==> config.mk <==
export PLATFORM = sky130hd
export DESIGN_NAME = cdn_core_ctrl
export DESIGN_NICKNAME = d
export VERILOG_FILES = /design/src/include/cdn_pkg.sv /design/src/design/cdn_core_compactor.sv /design/src/design/cdn_core_ctrl.sv /design/src/design/cdn_id_format.sv
export SDC_FILE = /design/constraint.sdc
export NUM_CORES = 1
export LEC_CHECK = 0
export BUFFER_PORTS_ARGS = -buffer_cell sky130_fd_sc_hd__buf_2
export CAP_MARGIN = 20
export CORE_UTILIZATION = 50
export CTS_BUF_LIST = sky130_fd_sc_hd__clkbuf_8
export CTS_CLUSTER_DIAMETER = 200
export DETAILED_ROUTE_END_ITERATION = 8
export PLACE_DENSITY_LB_ADDON = 0.2
export SYNTH_ARGS = -nofsm -noshare
export SYNTH_HDL_FRONTEND = slang
export SYNTH_SLANG_ARGS = --single-unit
==> constraint.sdc <==
create_clock -name aclk -period 6.22 [get_ports aclk]
set_clock_uncertainty 0.1 [all_clocks]
set_input_delay 0 -clock aclk [delete_from_list [all_inputs] [get_ports aclk]]
set_output_delay 0 -clock aclk [all_outputs]
set_load 0.03 [all_outputs]
==> src/include/cdn_pkg.sv <==
// Purpose: shared constants for core enable and core numbering
// Assumes: AXI4-Lite register window with byte addresses, 32-bit data
// Notes:   one localparam per offset, field position and reset value
package cdn_pkg;
	localparam int          CDN_MAX_CORES  = 6;
	localparam int          CDN_NUM_W      = 4;
	localparam int          CDN_ID_W       = 8;
	localparam int          CDN_ADDR_W     = 8;
	// register byte offsets
	localparam logic [7:0]  ADDR_CAP       = 8'h00;
	localparam logic [7:0]  ADDR_DISABLE   = 8'h04;
	localparam logic [7:0]  ADDR_APPLIED   = 8'h08;
	localparam logic [7:0]  ADDR_NODE      = 8'h0c;
	localparam logic [7:0]  ADDR_COUNT     = 8'h10;
	localparam logic [7:0]  ADDR_CORE_EN   = 8'h14;
	localparam logic [7:0]  ADDR_NUMBERS   = 8'h18;
	// field positions
	localparam int          CAP_COUNT_LSB  = 0;
	localparam int          CAP_DUAL_BIT   = 4;
	localparam int          CAP_INODE_BIT  = 5;
	localparam int          APPL_CNT_LSB   = 8;
	localparam int          NODE_ID_LSB    = 0;
	localparam int          NODE_FMT_BIT   = 8;
	localparam int          NODE_BSP_BIT   = 9;
	// reset values
	localparam logic [5:0]  DISABLE_RST    = 6'h00;
	localparam logic [2:0]  NODE_ID_RST    = 3'h0;
	localparam logic        NODE_FMT_RST   = 1'b0;
	localparam logic        NODE_BSP_RST   = 1'b1;
	localparam logic [7:0]  COUNT_RST      = 8'h00;
	// bus answers
	localparam logic [1:0]  RESP_OKAY      = 2'h0;
	localparam logic [1:0]  RESP_SLVERR    = 2'h2;
endpackage

==> src/design/cdn_core_compactor.sv <==
// Purpose: compacted core numbers, enabled count and boot core
// Assumes: enabled already limited to present cores
// Notes:   base shifts the numbers for the second internal node
`timescale 1ns/1ns
module cdn_core_compactor
	import cdn_pkg::*;
#(
	parameter int N = CDN_MAX_CORES
) (
	input  wire logic [N-1:0]           enabled,
	input  wire logic [CDN_NUM_W-1:0]   base,
	output logic      [N*CDN_NUM_W-1:0] number,
	output logic      [CDN_NUM_W-1:0]   count,
	output logic      [N-1:0]           boot_onehot
);
	function automatic logic [CDN_NUM_W-1:0] ones_below(input logic [N-1:0] v, input int k);
		logic [CDN_NUM_W-1:0] c;
		c = '0;
		for (int j = 0; j < N; j++) begin
			if (j < k && v[j]) begin
				c = c + 4'h1;
			end
		end
		return c;
	endfunction

	assign count = ones_below(enabled, N);

	genvar i;
	generate
		for (i = 0; i < N; i++) begin : g_core
			logic [CDN_NUM_W-1:0] below;
			assign below = ones_below(enabled, i);
			assign number[i*CDN_NUM_W +: CDN_NUM_W] = enabled[i] ? below + base : '0;
			assign boot_onehot[i] = enabled[i] && below == '0 && base == '0;
		end
	endgenerate
endmodule

==> src/design/cdn_core_ctrl.sv <==
// Purpose: core disable, compacted numbering and id views for one node
// Assumes: aresetn is the cold reset; warm_reset is a synchronous level
// Notes:   straps caught on the first edge after cold reset release
// How it works
// - one to six cores per node; present count is a read-only field.
// - six-bit disable mask; only bits below the capability count.
// - core count reported for identification excludes disabled cores.
// - a removed core stays removed until cold reset.
// - enabled cores get compacted numbers from zero upward.
// - the core numbered zero is the boot core.
// - numbers shown through id views, formatted by format select bit.
// - numbering decides the per-core enable bits one to five.
// - boot processor splits numbers by node identifier bit 0.
// - application processors split numbers by internal node number.
// - dual-node id format carries node bits 2:1; full id readable.
//
// Design decisions made here: the register offsets and register access over AXI4-Lite.
`timescale 1ns/1ns
module cdn_core_ctrl
	import cdn_pkg::*;
#(
	parameter int N = CDN_MAX_CORES
) (
	input  wire logic                   aclk,
	input  wire logic                   aresetn,
	input  wire logic                   warm_reset,
	input  wire logic [2:0]             strap_core_count,
	input  wire logic                   strap_dual_node,
	input  wire logic                   strap_internal_node,
	input  wire logic [CDN_ADDR_W-1:0]  s_axi_awaddr,
	input  wire logic [2:0]             s_axi_awprot,
	input  wire logic                   s_axi_awvalid,
	output logic                        s_axi_awready,
	input  wire logic [31:0]            s_axi_wdata,
	input  wire logic [3:0]             s_axi_wstrb,
	input  wire logic                   s_axi_wvalid,
	output logic                        s_axi_wready,
	output logic [1:0]                  s_axi_bresp,
	output logic                        s_axi_bvalid,
	input  wire logic                   s_axi_bready,
	input  wire logic [CDN_ADDR_W-1:0]  s_axi_araddr,
	input  wire logic [2:0]             s_axi_arprot,
	input  wire logic                   s_axi_arvalid,
	output logic                        s_axi_arready,
	output logic [31:0]                 s_axi_rdata,
	output logic [1:0]                  s_axi_rresp,
	output logic                        s_axi_rvalid,
	input  wire logic                   s_axi_rready,
	output logic [N-1:0]                core_enable,
	output logic [N-1:1]                core_enable_flags,
	output logic [N*CDN_NUM_W-1:0]      compacted_core_number,
	output logic [N*CDN_ID_W-1:0]       interrupt_controller_id,
	output logic [N-1:0]                boot_core,
	output logic [CDN_NUM_W-1:0]        id_core_count
);
	logic                       straps_taken_q, straps_taken_d;
	logic [2:0]                 core_capability_q, core_capability_d;
	logic                       dual_q, dual_d;
	logic                       int_node_q, int_node_d;
	logic [N-1:0]               pending_q, pending_d;
	logic [N-1:0]               applied_q, applied_d;
	logic [2:0]                 node_id_q, node_id_d;
	logic                       fmt_q, fmt_d;
	logic                       bsp_q, bsp_d;
	logic [7:0]                 sys_count_q, sys_count_d;
	logic                       aw_full_q, aw_full_d;
	logic [CDN_ADDR_W-1:0]      awaddr_q, awaddr_d;
	logic                       w_full_q, w_full_d;
	logic [31:0]                wdata_q, wdata_d;
	logic [3:0]                 wstrb_q, wstrb_d;
	logic                       awready_q, awready_d;
	logic                       wready_q, wready_d;
	logic                       bvalid_q, bvalid_d;
	logic [1:0]                 bresp_q, bresp_d;
	logic                       arready_q, arready_d;
	logic                       rvalid_q, rvalid_d;
	logic [31:0]                rdata_q, rdata_d;
	logic [1:0]                 rresp_q, rresp_d;
	logic [N-1:0]               en_q;
	logic [N-1:1]               flags_q;
	logic [N*CDN_NUM_W-1:0]     num_q;
	logic [N*CDN_ID_W-1:0]      id_q;
	logic [N-1:0]               boot_q;
	logic [CDN_NUM_W-1:0]       nc_q;
	logic [N-1:0]               cap_mask;
	logic [N-1:0]               enabled_now;
	logic [CDN_NUM_W-1:0]       base;
	logic [CDN_NUM_W-1:0]       node_count;
	logic [CDN_NUM_W-1:0]       nc_d;
	logic [N-1:1]               flags_d;
	logic [N*CDN_NUM_W-1:0]     num_w;
	logic [N*CDN_ID_W-1:0]      id_w;
	logic [N-1:0]               boot_w;

	function automatic logic [N-1:0] mask_of(input logic [2:0] cnt);
		logic [N-1:0] m;
		m = '0;
		for (int j = 0; j < N; j++) begin
			if (j < int'(cnt)) begin
				m[j] = 1'b1;
			end
		end
		return m;
	endfunction

	assign cap_mask    = mask_of(core_capability_q);
	assign enabled_now = cap_mask & ~applied_q;

	always_comb begin
		base = '0;
		if (dual_q) begin
			// boot processor splits on node id
			if (bsp_q) begin
				base = node_id_q[0] ? node_count : '0;
			end else begin
				base = int_node_q ? node_count : '0;
			end
		end
	end

	cdn_core_compactor #(
		.N           (N)
	) u_compactor (
		.enabled     (enabled_now),
		.base        (base),
		.number      (num_w),
		.count       (node_count),
		.boot_onehot (boot_w)
	);

	cdn_id_format #(
		.N                (N)
	) u_id_format (
		.number           (num_w),
		.node_identifier  (node_id_q),
		.dual_node        (dual_q),
		.id_format_select (fmt_q),
		.id               (id_w)
	);

	always_comb begin
		nc_d = (dual_q ? {node_count[CDN_NUM_W-2:0], 1'b0} : node_count) - 4'h1;
		// enable bit k means number k exists
		for (int k = 1; k < N; k++) begin
			flags_d[k] = (base + node_count) > CDN_NUM_W'(k) ||
				(dual_q && {node_count[CDN_NUM_W-2:0], 1'b0} > CDN_NUM_W'(k));
		end
	end

	always_comb begin
		straps_taken_d    = 1'b1;
		core_capability_d = core_capability_q;
		dual_d            = dual_q;
		int_node_d        = int_node_q;
		pending_d         = pending_q;
		applied_d         = applied_q;
		node_id_d         = node_id_q;
		fmt_d             = fmt_q;
		bsp_d             = bsp_q;
		sys_count_d       = sys_count_q;
		aw_full_d         = aw_full_q;
		awaddr_d          = awaddr_q;
		w_full_d          = w_full_q;
		wdata_d           = wdata_q;
		wstrb_d           = wstrb_q;
		bvalid_d          = bvalid_q;
		bresp_d           = bresp_q;
		rvalid_d          = rvalid_q;
		rdata_d           = rdata_q;
		rresp_d           = rresp_q;
		// capability caught once, clamped to 1..6
		if (!straps_taken_q) begin
			core_capability_d = (strap_core_count == 3'h0) ? 3'h1 :
				(strap_core_count > 3'h6) ? 3'h6 : strap_core_count;
			dual_d            = strap_dual_node;
			int_node_d        = strap_internal_node;
		end
		// mask takes effect at warm reset
		if (warm_reset) begin
			applied_d = applied_q | (pending_q & cap_mask);
		end
		if (s_axi_awvalid && awready_q) begin
			aw_full_d = 1'b1;
			awaddr_d  = s_axi_awaddr;
		end
		if (s_axi_wvalid && wready_q) begin
			w_full_d = 1'b1;
			wdata_d  = s_axi_wdata;
			wstrb_d  = s_axi_wstrb;
		end
		if (bvalid_q && s_axi_bready) begin
			bvalid_d = 1'b0;
		end
		if (aw_full_q && w_full_q && !bvalid_q) begin
			aw_full_d = 1'b0;
			w_full_d  = 1'b0;
			bvalid_d  = 1'b1;
			bresp_d   = RESP_OKAY;
			case ({awaddr_q[CDN_ADDR_W-1:2], 2'b00})
				ADDR_CAP, ADDR_APPLIED, ADDR_CORE_EN, ADDR_NUMBERS: begin
				end
				ADDR_DISABLE: begin
					if (wstrb_q[0]) begin
						pending_d = wdata_q[N-1:0];
					end
				end
				ADDR_NODE: begin
					if (wstrb_q[0]) begin
						node_id_d = wdata_q[NODE_ID_LSB +: 3];
					end
					if (wstrb_q[1]) begin
						fmt_d = wdata_q[NODE_FMT_BIT];
						bsp_d = wdata_q[NODE_BSP_BIT];
					end
				end
				ADDR_COUNT: begin
					if (wstrb_q[0]) begin
						sys_count_d = wdata_q[7:0];
					end
				end
				default: begin
					bresp_d = RESP_SLVERR;
				end
			endcase
		end
		if (rvalid_q && s_axi_rready) begin
			rvalid_d = 1'b0;
		end
		if (s_axi_arvalid && arready_q) begin
			rvalid_d = 1'b1;
			rresp_d  = RESP_OKAY;
			rdata_d  = '0;
			case ({s_axi_araddr[CDN_ADDR_W-1:2], 2'b00})
				ADDR_CAP: begin
					rdata_d[CAP_COUNT_LSB +: 3] = core_capability_q;
					rdata_d[CAP_DUAL_BIT]       = dual_q;
					rdata_d[CAP_INODE_BIT]      = int_node_q;
				end
				ADDR_DISABLE: rdata_d[N-1:0] = pending_q;
				ADDR_APPLIED: begin
					rdata_d[N-1:0]                       = applied_q;
					rdata_d[APPL_CNT_LSB +: CDN_NUM_W]   = node_count;
				end
				ADDR_NODE: begin
					rdata_d[NODE_ID_LSB +: 3] = node_id_q;
					rdata_d[NODE_FMT_BIT]     = fmt_q;
					rdata_d[NODE_BSP_BIT]     = bsp_q;
				end
				ADDR_COUNT:   rdata_d[7:0]   = sys_count_q;
				ADDR_CORE_EN: rdata_d[N-1:1] = flags_q;
				ADDR_NUMBERS: rdata_d[N*CDN_NUM_W-1:0] = num_q;
				default: rresp_d = RESP_SLVERR;
			endcase
		end
		awready_d = !aw_full_d && !bvalid_d;
		wready_d  = !w_full_d && !bvalid_d;
		arready_d = !rvalid_d;
	end

	always_ff @(posedge aclk) begin
		if (!aresetn) begin
			straps_taken_q    <= 1'b0;
			core_capability_q <= 3'h1;
			dual_q            <= 1'b0;
			int_node_q        <= 1'b0;
			pending_q         <= DISABLE_RST;
			applied_q         <= DISABLE_RST;
			node_id_q         <= NODE_ID_RST;
			fmt_q             <= NODE_FMT_RST;
			bsp_q             <= NODE_BSP_RST;
			sys_count_q       <= COUNT_RST;
			aw_full_q         <= 1'b0;
			awaddr_q          <= '0;
			w_full_q          <= 1'b0;
			wdata_q           <= '0;
			wstrb_q           <= '0;
			awready_q         <= 1'b0;
			wready_q          <= 1'b0;
			bvalid_q          <= 1'b0;
			bresp_q           <= RESP_OKAY;
			arready_q         <= 1'b0;
			rvalid_q          <= 1'b0;
			rdata_q           <= '0;
			rresp_q           <= RESP_OKAY;
			en_q              <= '0;
			flags_q           <= '0;
			num_q             <= '0;
			id_q              <= '0;
			boot_q            <= '0;
			nc_q              <= '0;
		end else begin
			straps_taken_q    <= straps_taken_d;
			core_capability_q <= core_capability_d;
			dual_q            <= dual_d;
			int_node_q        <= int_node_d;
			pending_q         <= pending_d;
			applied_q         <= applied_d;
			node_id_q         <= node_id_d;
			fmt_q             <= fmt_d;
			bsp_q             <= bsp_d;
			sys_count_q       <= sys_count_d;
			aw_full_q         <= aw_full_d;
			awaddr_q          <= awaddr_d;
			w_full_q          <= w_full_d;
			wdata_q           <= wdata_d;
			wstrb_q           <= wstrb_d;
			awready_q         <= awready_d;
			wready_q          <= wready_d;
			bvalid_q          <= bvalid_d;
			bresp_q           <= bresp_d;
			arready_q         <= arready_d;
			rvalid_q          <= rvalid_d;
			rdata_q           <= rdata_d;
			rresp_q           <= rresp_d;
			en_q              <= enabled_now;
			flags_q           <= flags_d;
			num_q             <= num_w;
			id_q              <= id_w;
			boot_q            <= boot_w;
			nc_q              <= nc_d;
		end
	end

	assign s_axi_awready           = awready_q;
	assign s_axi_wready            = wready_q;
	assign s_axi_bvalid            = bvalid_q;
	assign s_axi_bresp             = bresp_q;
	assign s_axi_arready           = arready_q;
	assign s_axi_rvalid            = rvalid_q;
	assign s_axi_rdata             = rdata_q;
	assign s_axi_rresp             = rresp_q;
	assign core_enable             = en_q;
	assign core_enable_flags       = flags_q;
	assign compacted_core_number   = num_q;
	assign interrupt_controller_id = id_q;
	assign boot_core               = boot_q;
	assign id_core_count           = nc_q;
endmodule

==> src/design/cdn_id_format.sv <==
// Purpose: per-core interrupt controller id from core and node numbers
// Assumes: format select and dual-node flag are stable levels
// Notes:   dual-node parts show node bits 2:1 only
`timescale 1ns/1ns
module cdn_id_format
	import cdn_pkg::*;
#(
	parameter int N = CDN_MAX_CORES
) (
	input  wire logic [N*CDN_NUM_W-1:0] number,
	input  wire logic [2:0]             node_identifier,
	input  wire logic                   dual_node,
	input  wire logic                   id_format_select,
	output logic      [N*CDN_ID_W-1:0]  id
);
	logic [2:0] node_field;

	// node bits 2:1 on dual parts
	assign node_field = dual_node ? {1'b0, node_identifier[2:1]} : node_identifier;

	genvar i;
	generate
		for (i = 0; i < N; i++) begin : g_id
			logic [CDN_NUM_W-1:0] num;
			assign num = number[i*CDN_NUM_W +: CDN_NUM_W];
			assign id[i*CDN_ID_W +: CDN_ID_W] = id_format_select ?
				{1'b0, node_field, num} : {num, 1'b0, node_field};
		end
	endgenerate
endmodule

# Yosys cells after proc, flatten, opt, wreduce, memory -nomap -nowiden

Cells that the tools add are included.

Flip-flop bits (word level): 179
Input port bits: 71
Output and inout port bits: 134
Word-level logic and storage cells: 180

$add $sub $neg: 12
Order comparisons: 17
Equal/unequal tests: 12
Mux-type cells: 51
Bitwise logic cells: 5
Reduce and logical (&&, ||, !) cells: 52

Operators by type and width:

| kind                  | number |
|---|---|
| $mux W4               | 16 |
| $mux W7               | 6 |
| $eq A6 B3 Y1 const B  | 6 |
| $logic_and A1 B1 Y1   | 25 |
| $eq A6 B2 Y1 const B  | 4 |
| $logic_not A4 Y1      | 6 |
| $add A4 B1 Y4 const B | 5 |
| $add A4 B4 Y4         | 5 |
| $gt A4 B2 Y1 const B  | 4 |
| $gt A4 B3 Y1 const B  | 4 |
| $mux W1               | 16 |
| $pmux W2 S7           | 1 |
| $reduce_or A7 Y1      | 2 |
| $and A6 B6 Y6         | 2 |
| $eq A6 B1 Y1 const B  | 2 |
| $logic_not A6 Y1      | 2 |
| $mux W12              | 1 |
| $pmux W2 S6           | 1 |
| $reduce_and A3 Y1     | 4 |
| $mux W3               | 3 |
| $gt A4 B1 Y1 const B  | 2 |
| $pmux W2 S2           | 2 |
| $lt A1 B3 Y1 const A  | 2 |
| $lt A2 B3 Y1 const A  | 2 |
| other kinds (16)      | 26 |

# Depth between registers and ports, before layout

Gate-level depths: netlist of run 1.

Depth in word-level cells: 20
Gate-level depth with buffers: 27
Depth with buffers taken out: 23

# By module

From an unflattened synthesis of run 1, not the netlist that was laid out.

Cell total of the unflattened synthesis: 872
Area total of the unflattened synthesis: 8126.5 um2

By module, submodules not included:

| module             | times used | cells an instance | area each (um2) | sequential area each (um2) |
|---|---|---|---|---|
| cdn_core_ctrl      | 1          | 652               | 6462.4          | 3503.4 |
| cdn_core_compactor | 1          | 129               | 1102.3          | 0.0 |
| cdn_id_format      | 1          | 91                | 561.8           | 0.0 |

# Least setup slack after synthesis of run 1

OpenSTA, ideal clock, no wires.

Kind: register -> register
Start point: register core_capability_q[2]
End point: register id_q[38] (netlist: interrupt_controller_id[38])
Library setup time: 0.088 ns
Data arrival time: 4.884 ns
Data required time: 6.032 ns
Path slack: 1.149 ns
Cell stages (with the launch flop): 27
Buffers on the path: 4
Period minus slack after synthesis: 5.071 ns
Path through: dfxtp_1 > buf_2 > buf_2 > nor3_1 > nor2_1 > inv_1 > ha_1 > xnor2_1 > ha_1 > nor2_1 > a21oi_1 > buf_2 > nand3b_1 > nand3_1 > inv_1 > ha_1 > a22o_1 > or2_1 > buf_4 > nand2_4 > inv_4 > xor2_1 > ha_1 > and3_1 > a311oi_1 > o311ai_0 > o31ai_1

Longest elaborated chain between the ends: 20
Elaborated cells on any way between the ends: 31
Classes of those cells: add/sub (6); order compare (6); mux (18); bitwise (1)

Ends and longest elaborated chain:

| item                       | line                                       | RTL |
|---|---|---|
| start: declaration         | cdn_core_ctrl.sv:57                        | `logic [2:0] core_capability_q, core_capability_d;` |
| start signal: assignment   | cdn_core_ctrl.sv:293                       | `core_capability_q <= core_capability_d;` |
| $lt A1 B3 Y1 (*)           | cdn_core_ctrl.sv:99                        | `if (j < int'(cnt)) begin` |
| $mux W1 (*)                | cdn_core_ctrl.sv:99                        |  |
| $and A6 B6 Y6 (*)          | cdn_core_ctrl.sv:107                       | `assign enabled_now = cap_mask & ~applied_q;` |
| net enabled_now[0]         | cdn_core_ctrl.sv:86                        | `logic [N-1:0] enabled_now;` |
| $mux W1 (*)                | cdn_core_compactor.sv:20                   | `if (j < k && v[j]) begin` |
| $add A4 B1 Y4              | cdn_core_compactor.sv:21                   | `c = c + 4'h1;` |
| $mux W4 (*)                | cdn_core_compactor.sv:20                   |  |
| $add A4 B1 Y4              | cdn_core_compactor.sv:21                   |  |
| [... 5 more ...]           | -                                          |  |
| $add A4 B1 Y4              | cdn_core_compactor.sv:21                   |  |
| $mux W4                    | cdn_core_compactor.sv:20                   |  |
| $mux W4 (on tied branches) | cdn_core_ctrl.sv:116, cdn_core_ctrl.sv:114 |  |
| $mux W4                    | cdn_core_ctrl.sv:113                       | `if (bsp_q) begin` |
| $mux W4                    | cdn_core_ctrl.sv:111                       | `if (dual_q) begin` |
| $add A4 B4 Y4 (*)          | cdn_core_compactor.sv:34                   | `assign number[i*CDN_NUM_W +: CDN_NUM_W] = enabled[i] ? below + base : '0;` |
| $mux W4 (*)                | cdn_core_compactor.sv:34                   |  |
| $mux W7 (*)                | cdn_id_format.sv:26                        | `assign id[i*CDN_ID_W +: CDN_ID_W] = id_format_select ?` |
| end signal: assignment     | cdn_core_ctrl.sv:318                       | `id_q <= id_w;` |
| end: declaration           | cdn_core_ctrl.sv:82                        | `logic [N*CDN_ID_W-1:0] id_q;` |

The timed path passes the listed nets; every way through them passes the cells marked *.
A chain may end at the register's enable or synchronous reset.

# Worst setup path in the final report of run 1

Start point: register core_capability_q[1]
End point: register id_q[38] (netlist: interrupt_controller_id[38])

The elaborated chain is that of the path after synthesis.

==> results by group, run 1 <==
Setup path
  – Max FO, Critical Path: 13
  – Worst path arrival time: 5890 ps
  – CP Capture Point: interrupt_controller_id[38]
  – R2r setup slk: between 600 and 700 ps
  – Worst EP required: 6510 ps
  – Worst setup SP type: register
  – WS Path Type: reg -> reg
  – Critical path launch point: core_capability_q[1]
  – R2R cell count: 23
  – Reg-to-reg endpoint: interrupt_controller_id[38]
  – Critical Path Sink Type: register
  – Reg2Reg Launch Point: core_capability_q[1]

STA
  – Final Critical Period: about 5600 ps
  – Period utilization: between 90% and 100%
  – Worst slew margin: 36.0%
  – Slew Viols, Final: 0
  – Finish-stage setup viols: 0
  – Peak Freq: 178 MHz
  – Worst Max-Slew Pin Slew: between 900 and 1000 ps
  – Hold WS: 30.6 ps
  – Endpoints failing hold: 0
  – RSZ-0062 raised after global routing: false
  – Setup TNS: 0 ps
  – Worst Slack Setup Final: 617 ps

Pwr
  – Power density cells: 254 nW/µm²
  – Switching pwr: around 730 µW
  – Leak: 4.32 nW
  – Net Sw Frac: 31.0%
  – Sequential share of power: 50.1%
  – Max rail drop VDD: about 0.13 mV
  – Internal: 1.63 mW
  – Clock Power Share: 33.5%
  – Comb pwr share: 16.4%

Cells and area
  – Post-Layout Cell Count: 1216
  – ANT cells: 0
  – Finished Core Util: 63.9%
  – Share of layout cells above drive strength 1: between 20% and 30%
  – Area growth syn-to-layout: 24.3%
  – Final nets: 1114

Job
  – MaxCap Viol Count: 0

Detailed routing
  – Drt total wl: ~21000 µm
  – DR WL/cell: roughly 17 µm
  – Via count: 6594
  – DRT Pass-1 Iters: 6
  – ANT nets after route: 0
  – DRC viols: 0
  – Vias per Instance: roughly 5.4
  – Initial drt markers: 360

Die
  – Rows: 44
  – Core ar.: 14500 µm²
  – Initial Util: between 50 and 60%
  – I/O pin total: between 200 and 250
  – Die ar.: 15400 µm²
  – Die W: 124 µm
  – Die Y-Extent: 124 µm

Placed design
  – Post-place setup slack: 648 ps
  – Detailed placement HPWL: about 15000 µm
  – Placer's final routability congestion estimate: around 0.9
  – I/O Buffers: 160
  – Cells after DPL: 1126

CTS
  – CTS H-Tree Depth: 4
  – Latest clock arrival within the worst-skew pair: around 470 ps
  – Num CTS Buffers: 17
  – Post-CTS resize count: 0
  – CTS max path bufs: 2
  – Clock transition at path regs: 100 ps
  – # clock sinks: 175
  – Root Driver: clkbuf_8
  – CTS tree: yes

Synth
  – Mapped Area: 7460 µm²
  – Synth Flop Type: dfxtp_1
  – Synth cell types: 79
  – Synth Instances: 824
  – Post-synth EDFFs: 0
  – Avg Synthesized Cell Area: 9.06 µm²
  – Post-synth ARST share: 0%
  – Area leader, netlist: dfxtp_1
  – Synth warnings: 0
  – Seq/Total Area, Yosys: 46.9%
  – Post-synth top area share: roughly 47%
  – Top cells by area, synth: dfxtp_1 47%, nand2_1 5.4%, nor2_1 4.2%, ha_1 4.0%, mux2i_1 3.9%
  – Register bit count reported by yosys: 175

Min path
  – Worst min path class: in -> reg

GRT
  – Tot GR Track Use: between 20 and 30%
  – Largest net degree at the start of global routing: 75
  – First-pass GRT wire length: 31500 µm
  – Vias in the first global route: around 6000
  – Grt total ovfl: 0
  – Antenna violations before repair: 0

Run status
  – Outcome: finished, final reports clean
[cells by family (layout without fill, tap and decap cells)]
kind of cell / Yosys count / after routing / synth area share [%]
other cells: 1 / 10 / 0.0502
compound gates: 169 / 169 / 15.1
buf+inv: 89 / 288 / 5.47
mux: 37 / 37 / 5.63
xor+xnor: 25 / 25 / 3.67
fa+ha+maj: 24 / 24 / 4.02
simple gates: 304 / 304 / 19.1
flops: 175 / 175 / 46.9
[layout by cell type (no fill, tap or decap), drive strengths merged, types with 3 or more instances in the layout]
| cell type | count |
|---|---|
| clkbuf | 18 |
| and2 | 6 |
| conb | 10 |
| o311ai | 3 |
| o21ai | 43 |
| clkinv | 5 |
| a21oi | 53 |
| o31ai | 7 |
| buf | 167 |
| nand3b | 5 |
| mux2i | 30 |
| o211ai | 3 |
| o21a | 3 |
| and3 | 17 |
| clkinvlp | 3 |
| mux4 | 3 |
| nand2 | 110 |
| a31oi | 6 |
| nor3 | 16 |
| nand3 | 37 |
| ha | 24 |
| nand2b | 5 |
| a221oi | 6 |
| nor2b | 9 |
| nor2 | 85 |
| xnor2 | 15 |
| nor4 | 4 |
| dlygate4sd3 | 57 |
| a22oi | 14 |
| dfxtp | 175 |
| a21o | 14 |
| xor2 | 8 |
| inv | 37 |
| mux2 | 4 |
[worst max-delay path: stages (launching register included)]
cell and delay, ps:
dfxtp_1 660, nor3_1 120, nor2_1 320, inv_1 140
ha_1 430, xnor2_1 310, inv_1 80, ha_1 270
nor2_1 60, a31oi_4 250, nand2_1 110, nand3_1 250
inv_1 80, ha_1 320, a22o_1 290, or2_1 300
nand2_4 90, inv_4 80, xor2_1 150, ha_1 250
and3_1 160, a311oi_1 220, o311ai_0 240, o31ai_1 240
[worst min-delay path by stage]
stage	startpoint	end	slack, ps	cells past startpoint
finish	s_axi_araddr[7]	s_axi_rdata[8]	30	5
global route	s_axi_araddr[5]	s_axi_rdata[8]	60	5
CTS	s_axi_araddr[7]	s_axi_rdata[8]	5	5
detailed placement	strap_internal_node	int_node_q	140	3
global placement	strap_internal_node	int_node_q	130	3
floorplan	aresetn	straps_taken_q	-70	0
[repair_timing]
action,CTS,global route
hold endpoints to repair,48,0
setup buffers,0,0
hold buffers,57,0
[power groups by stage]
stage | combinational, mW | clock (mW) | sequential [mW]
finish | 0.387 | 0.792 | 1.18
global route | 0.426 | 0.855 | 1.19
CTS | 0.384 | 0.802 | 1.18
detailed placement | 0.356 | 0 | 1.21
global placement | 0.353 | 0 | 1.21
floorplan | 0.227 | 0 | 1.25
[registers in the layout (all words and copies together) (netlist names), 5 cells and up]
register / cells
sys_count_q: 8
wdata_q: 10
core_enable: 6
compacted_core_number: 24
pending_q: 6
boot_core: 6
interrupt_controller_id: 48
awaddr_q: 6
applied_q: 6
core_enable_flags: 5
s_axi_rdata: 24
[cell type report]
cell class	count	area, µm²
sequential	175	3500
tap	184	230
inverter	31	119
multi-input combinational	569	3590
clock inverter	15	170
clock buffer	17	234
timing repair buffer	225	1430
fill	1224	5250
[stage by stage]
step	total power, mW	area (µm²)
2_1_floorplan	1.47	7500
3_3_place_gp	1.56	8300
3_5_place_dp	1.56	8300
4_1_cts	2.37	9270
5_1_grt	2.47	9280
6_report	2.36	9280
[per-layer routing]
metal  share of wire, %  GRT usage, %
met1                 43          34.2
met2                 49          46.0
met3                5.9          5.22
met4                2.6          10.9
met5                  0             0
[synthesized netlist by cell type, types with 15 or more instances]
cell type,count
buf_4,15
dfxtp_1,175
and3_1,17
ha_1,24
a21oi_1,48
nand2_1,108
nor2_1,83
clkbuf_1,35
nor3_1,15
o21ai_0,40
mux2i_1,29
nand3_1,36
inv_1,29
No activity file was read; power rests on OpenSTA's default activity.
==> inputs of run 2 (changes only) <==
--- a/config.mk
+++ b/config.mk
@@ -14,4 +14,5 @@
 export PLACE_DENSITY_LB_ADDON = 0.2
 export SYNTH_ARGS = -nofsm -noshare
 export SYNTH_HDL_FRONTEND = slang
+export SYNTH_HIERARCHICAL = 1
 export SYNTH_SLANG_ARGS = --single-unit
==> results by group, run 2 <==
Run status
  – Outcome: finished, final reports clean (unchanged)

STA
  – Setup TNS: 0 ps (unchanged)
  – Slew Viols, Final: 0 (unchanged)
  – Endpoints failing hold: 0 (unchanged)
  – RSZ-0062 raised after global routing: false (unchanged)
  – Worst slew margin: 31.7% (was 36.0%)
  – Period utilization: 87.9% (was 90.1%)
  – Final Critical Period: 5470 ps (was 5600 ps)
  – Finish-stage setup viols: 0 (unchanged)
  – Peak Freq: 183 MHz (was 178 MHz)
  – Worst Max-Slew Pin Slew: 1020 ps (was 952 ps)

Synth
  – Area leader, netlist: dfxtp_1 (unchanged)
  – Synth Flop Type: dfxtp_1 (unchanged)
  – Top cells by area, synth: dfxtp_1 43%, and2_1 9.2%, mux2i_1 6.0%, ha_1 4.3%, nand2_1 4.1% (was dfxtp_1 47%, nand2_1 5.4%, nor2_1 4.2%, ha_1 4.0%, mux2i_1 3.9%)
  – Mapped Area: 8130 µm² (was 7460 µm²)
  – Register bit count reported by yosys: 175 (unchanged)
  – Avg Synthesized Cell Area: 9.32 µm² (was 9.06 µm²)
  – Post-synth top area share: 43.1% (was 46.9%)
  – Top-count cell post-synth: dfxtp_1 (unchanged)
  – Post-synth ARST share: 0% (unchanged)
  – Top cells by count, synth: 175 x dfxtp_1, 119 x and2_1, 88 x nand2_1 (was 175 x dfxtp_1, 108 x nand2_1, 83 x nor2_1)
  – Synth warnings: 6 (was 0)
  – Synth cell types: 68 (was 79)
  – Post-synth EDFFs: 0 (unchanged)
  – Seq/Total Area, Yosys: 43.1% (was 46.9%)
  – Synth Instances: 872 (was 824)

CTS
  – CTS max path bufs: 2 (unchanged)
  – Root Driver: clkbuf_8 (unchanged)
  – Post-CTS resize count: 0 (unchanged)
  – Num CTS Buffers: 17 (unchanged)
  – Latest clock arrival within the worst-skew pair: 470 ps (about the same)
  – # clock sinks: 175 (unchanged)
  – CTS H-Tree Depth: 4 (unchanged)
  – CTS tree: yes (unchanged)
  – Clock transition at path regs: 90 ps (was 100 ps)

Setup path
  – Critical path launch point: core_capability_q[2] (was core_capability_q[1])
  – R2R cell count: 23 (unchanged)
  – Worst path arrival time: 5730 ps (was 5890 ps)
  – WS Path Type: reg -> reg (unchanged)
  – CP Capture Point: interrupt_controller_id[31] (was interrupt_controller_id[38])
  – Reg-to-reg endpoint: interrupt_controller_id[31] (was interrupt_controller_id[38])
  – Critical Path Sink Type: register (unchanged)
  – Max FO, Critical Path: 11 (was 13)
  – Reg2Reg Launch Point: core_capability_q[2] (was core_capability_q[1])
  – R2r setup slk: 750 ps (was 620 ps)
  – Worst EP required: 6480 ps (was 6510 ps)
  – Worst setup SP type: register (unchanged)

Placed design
  – Area post-placement: 8990 µm² (was 8300 µm²)
  – I/O Buffers: 160 (unchanged)
  – Placer's final routability congestion estimate: 0.875 (was 0.909)
  – Detailed placement HPWL: 14300 µm (was 14500 µm)

Die
  – Core ar.: 15900 µm² (was 14500 µm²)
  – Initial Util: 51.2% (was 51.4%)
  – Rows: 46 (was 44)
  – Die Y-Extent: 129 µm (was 124 µm)
  – I/O pin total: 205 (unchanged)
  – Die ar.: 16800 µm² (was 15400 µm²)
  – Die W: 129 µm (was 124 µm)

Detailed routing
  – ANT nets after route: 0 (unchanged)
  – Vias per Instance: 5.05 (was 5.42)
  – DR WL/cell: 16.1 µm (was 16.9 µm)
  – DRC viols: 0 (unchanged)
  – Via count: 6491 (was 6594)
  – DRT Pass-1 Iters: 7 (was 6)
  – Drt total wl: 20700 µm (was 20500 µm)
  – Initial drt markers: 424 (was 360)

GRT
  – Largest net degree at the start of global routing: 95 (was 75)
  – Grt total ovfl: 0 (unchanged)
  – Vias in the first global route: 6080 (was 6024)
  – Antenna violations before repair: 0 (unchanged)
  – Tot GR Track Use: 25.2% (was 27.3%)
  – First-pass GRT wire length: 31900 µm (was 31500 µm)

Pwr
  – Leak: 4.49 nW (was 4.32 nW)
  – Max rail drop VDD: 0.164 mV (was 0.126 mV)
  – Power density cells: 253 nW/µm² (was 254 nW/µm²)

Cells and area
  – Area growth syn-to-layout: 22.5% (was 24.3%)
  – Commonest non-fill, non-tap cell in the layout: dfxtp_1 (unchanged)
  – FILL cells: 1383 (was 1224)
  – ANT cells: 0 (unchanged)
  – Largest register FFs: 48 (unchanged)
  – Commonest cells after routing, fill and taps aside: 174 x dfxtp_1, 159 x buf_2, 119 x and2_1 (was 175 x dfxtp_1, 160 x buf_2, 108 x nand2_1)
  – Final nets: 1159 (was 1114)
  – Post-route cell area: 9950 µm² (was 9280 µm²)
  – Share of layout cells above drive strength 1: 23.0% (about the same)

Min path
  – Worst min path class: in -> reg (unchanged)

Job
  – MaxCap Viol Count: 0 (unchanged)
[run 2: cell types whose count changed in the layout (fill, tap and decap cells not counted), sizes merged, moves of 13 or more]
cell / change
a21oi: -16
and2: +113
mux2i: +21
nor2b: +13
a22oi: -14
nor2: -44
nand2: -22
a21boi: +32
[run 2: worst min path at each step]
stage,from,end,slack (ps),depth (start not counted)
CTS,s_axi_wvalid,wstrb_q[1],20,4
detailed placement,strap_core_count[0],core_capability_q[0],150,3
global placement,strap_core_count[0],core_capability_q[0],150,3
floorplan,aresetn,straps_taken_q,-70,0
global route,s_axi_wvalid,wstrb_q[1],80,4
finish,s_axi_araddr[2],s_axi_rdata[2],50,4
[run 2: critical path: stages (launching register included)]
cell,delay [ps]
dfxtp_1,530
nor2_1,110
nor2_1,200
inv_1,170
ha_1,460
xor2_2,300
inv_1,80
ha_1,290
mux2i_1,200
ha_1,260
nand2_1,80
o21ai_2,90
ha_1,300
mux2_2,370
nand2_1,140
inv_1,180
buf_4,200
ha_1,300
a21o_1,190
a21oi_1,170
xnor2_1,80
and2_1,230
nor2b_1,140
and2_1,170
[run 2: metal layers]
metal / global-route usage (%) / vias to the layer above / part of all wire [%]
met5: 0 / - / 0
met4: 9.30 / 0 / 1.6
met3: 4.71 / 25 / 5.3
met2: 40.2 / 186 / 45
met1: 34.1 / 3049 / 48
li1: - / 3231 / -
[run 2: cells by family after synthesis]
family | after synthesis | share of synthesized area (%)
flip-flops | 175 | 43.1
other | 1 | 0.0461
XOR/XNOR | 21 | 2.86
adder cells (fa/ha/maj) | 32 | 5.30
multiplexers | 59 | 7.84
AND/OR/NAND/NOR | 335 | 22.5
AO/OA/AOI/OAI | 143 | 12.1
buffers and inverters | 106 | 6.17
[run 2: area by class of cell]
cell class | instances | area [µm²] | share of cell area, %
inverter | 39 | 146 | 1.47
timing repair buffer | 223 | 1400 | 14.0
tap | 216 | 270 | 2.71
clock inverter | 12 | 206 | 2.07
multi-input combinational | 600 | 4160 | 41.7
clock buffer | 20 | 275 | 2.77
sequential | 175 | 3500 | 35.2
[run 2: timing repair]
item | CTS | global route
hold buffers | 48 | 0
endpoints found under the hold margin | 41 | 0
buffers inserted | 0 | 0
[run 2: where the power goes]
| group | internal [mW] | total, mW | switching [mW] | leakage, nW |
|---|---|---|---|---|
| combinational | 0.151 | 0.401 | 0.249 | 2.84 |
| clock | 0.513 | 0.931 | 0.418 | 0.233 |
| sequential | 1.16 | 1.18 | 0.0272 | 1.42 |
[run 2: through the flow]
stage | power, mW | std cells | hold slack (ps) | setup slack (ps) | util (%)
4_1_cts | 2.53 | 1285 | 19.4 | 834 | 62.7
6_report | 2.52 | 1285 | 53.3 | 752 | 62.7
5_1_grt | 2.62 | 1285 | 79.2 | 453 | 62.7
2_1_floorplan | 1.49 | 881 | -72.3 | 1070 | -
3_5_place_dp | 1.58 | 1205 | 154 | 856 | 56.6
3_3_place_gp | 1.58 | 1205 | 150 | 929 | 56.6
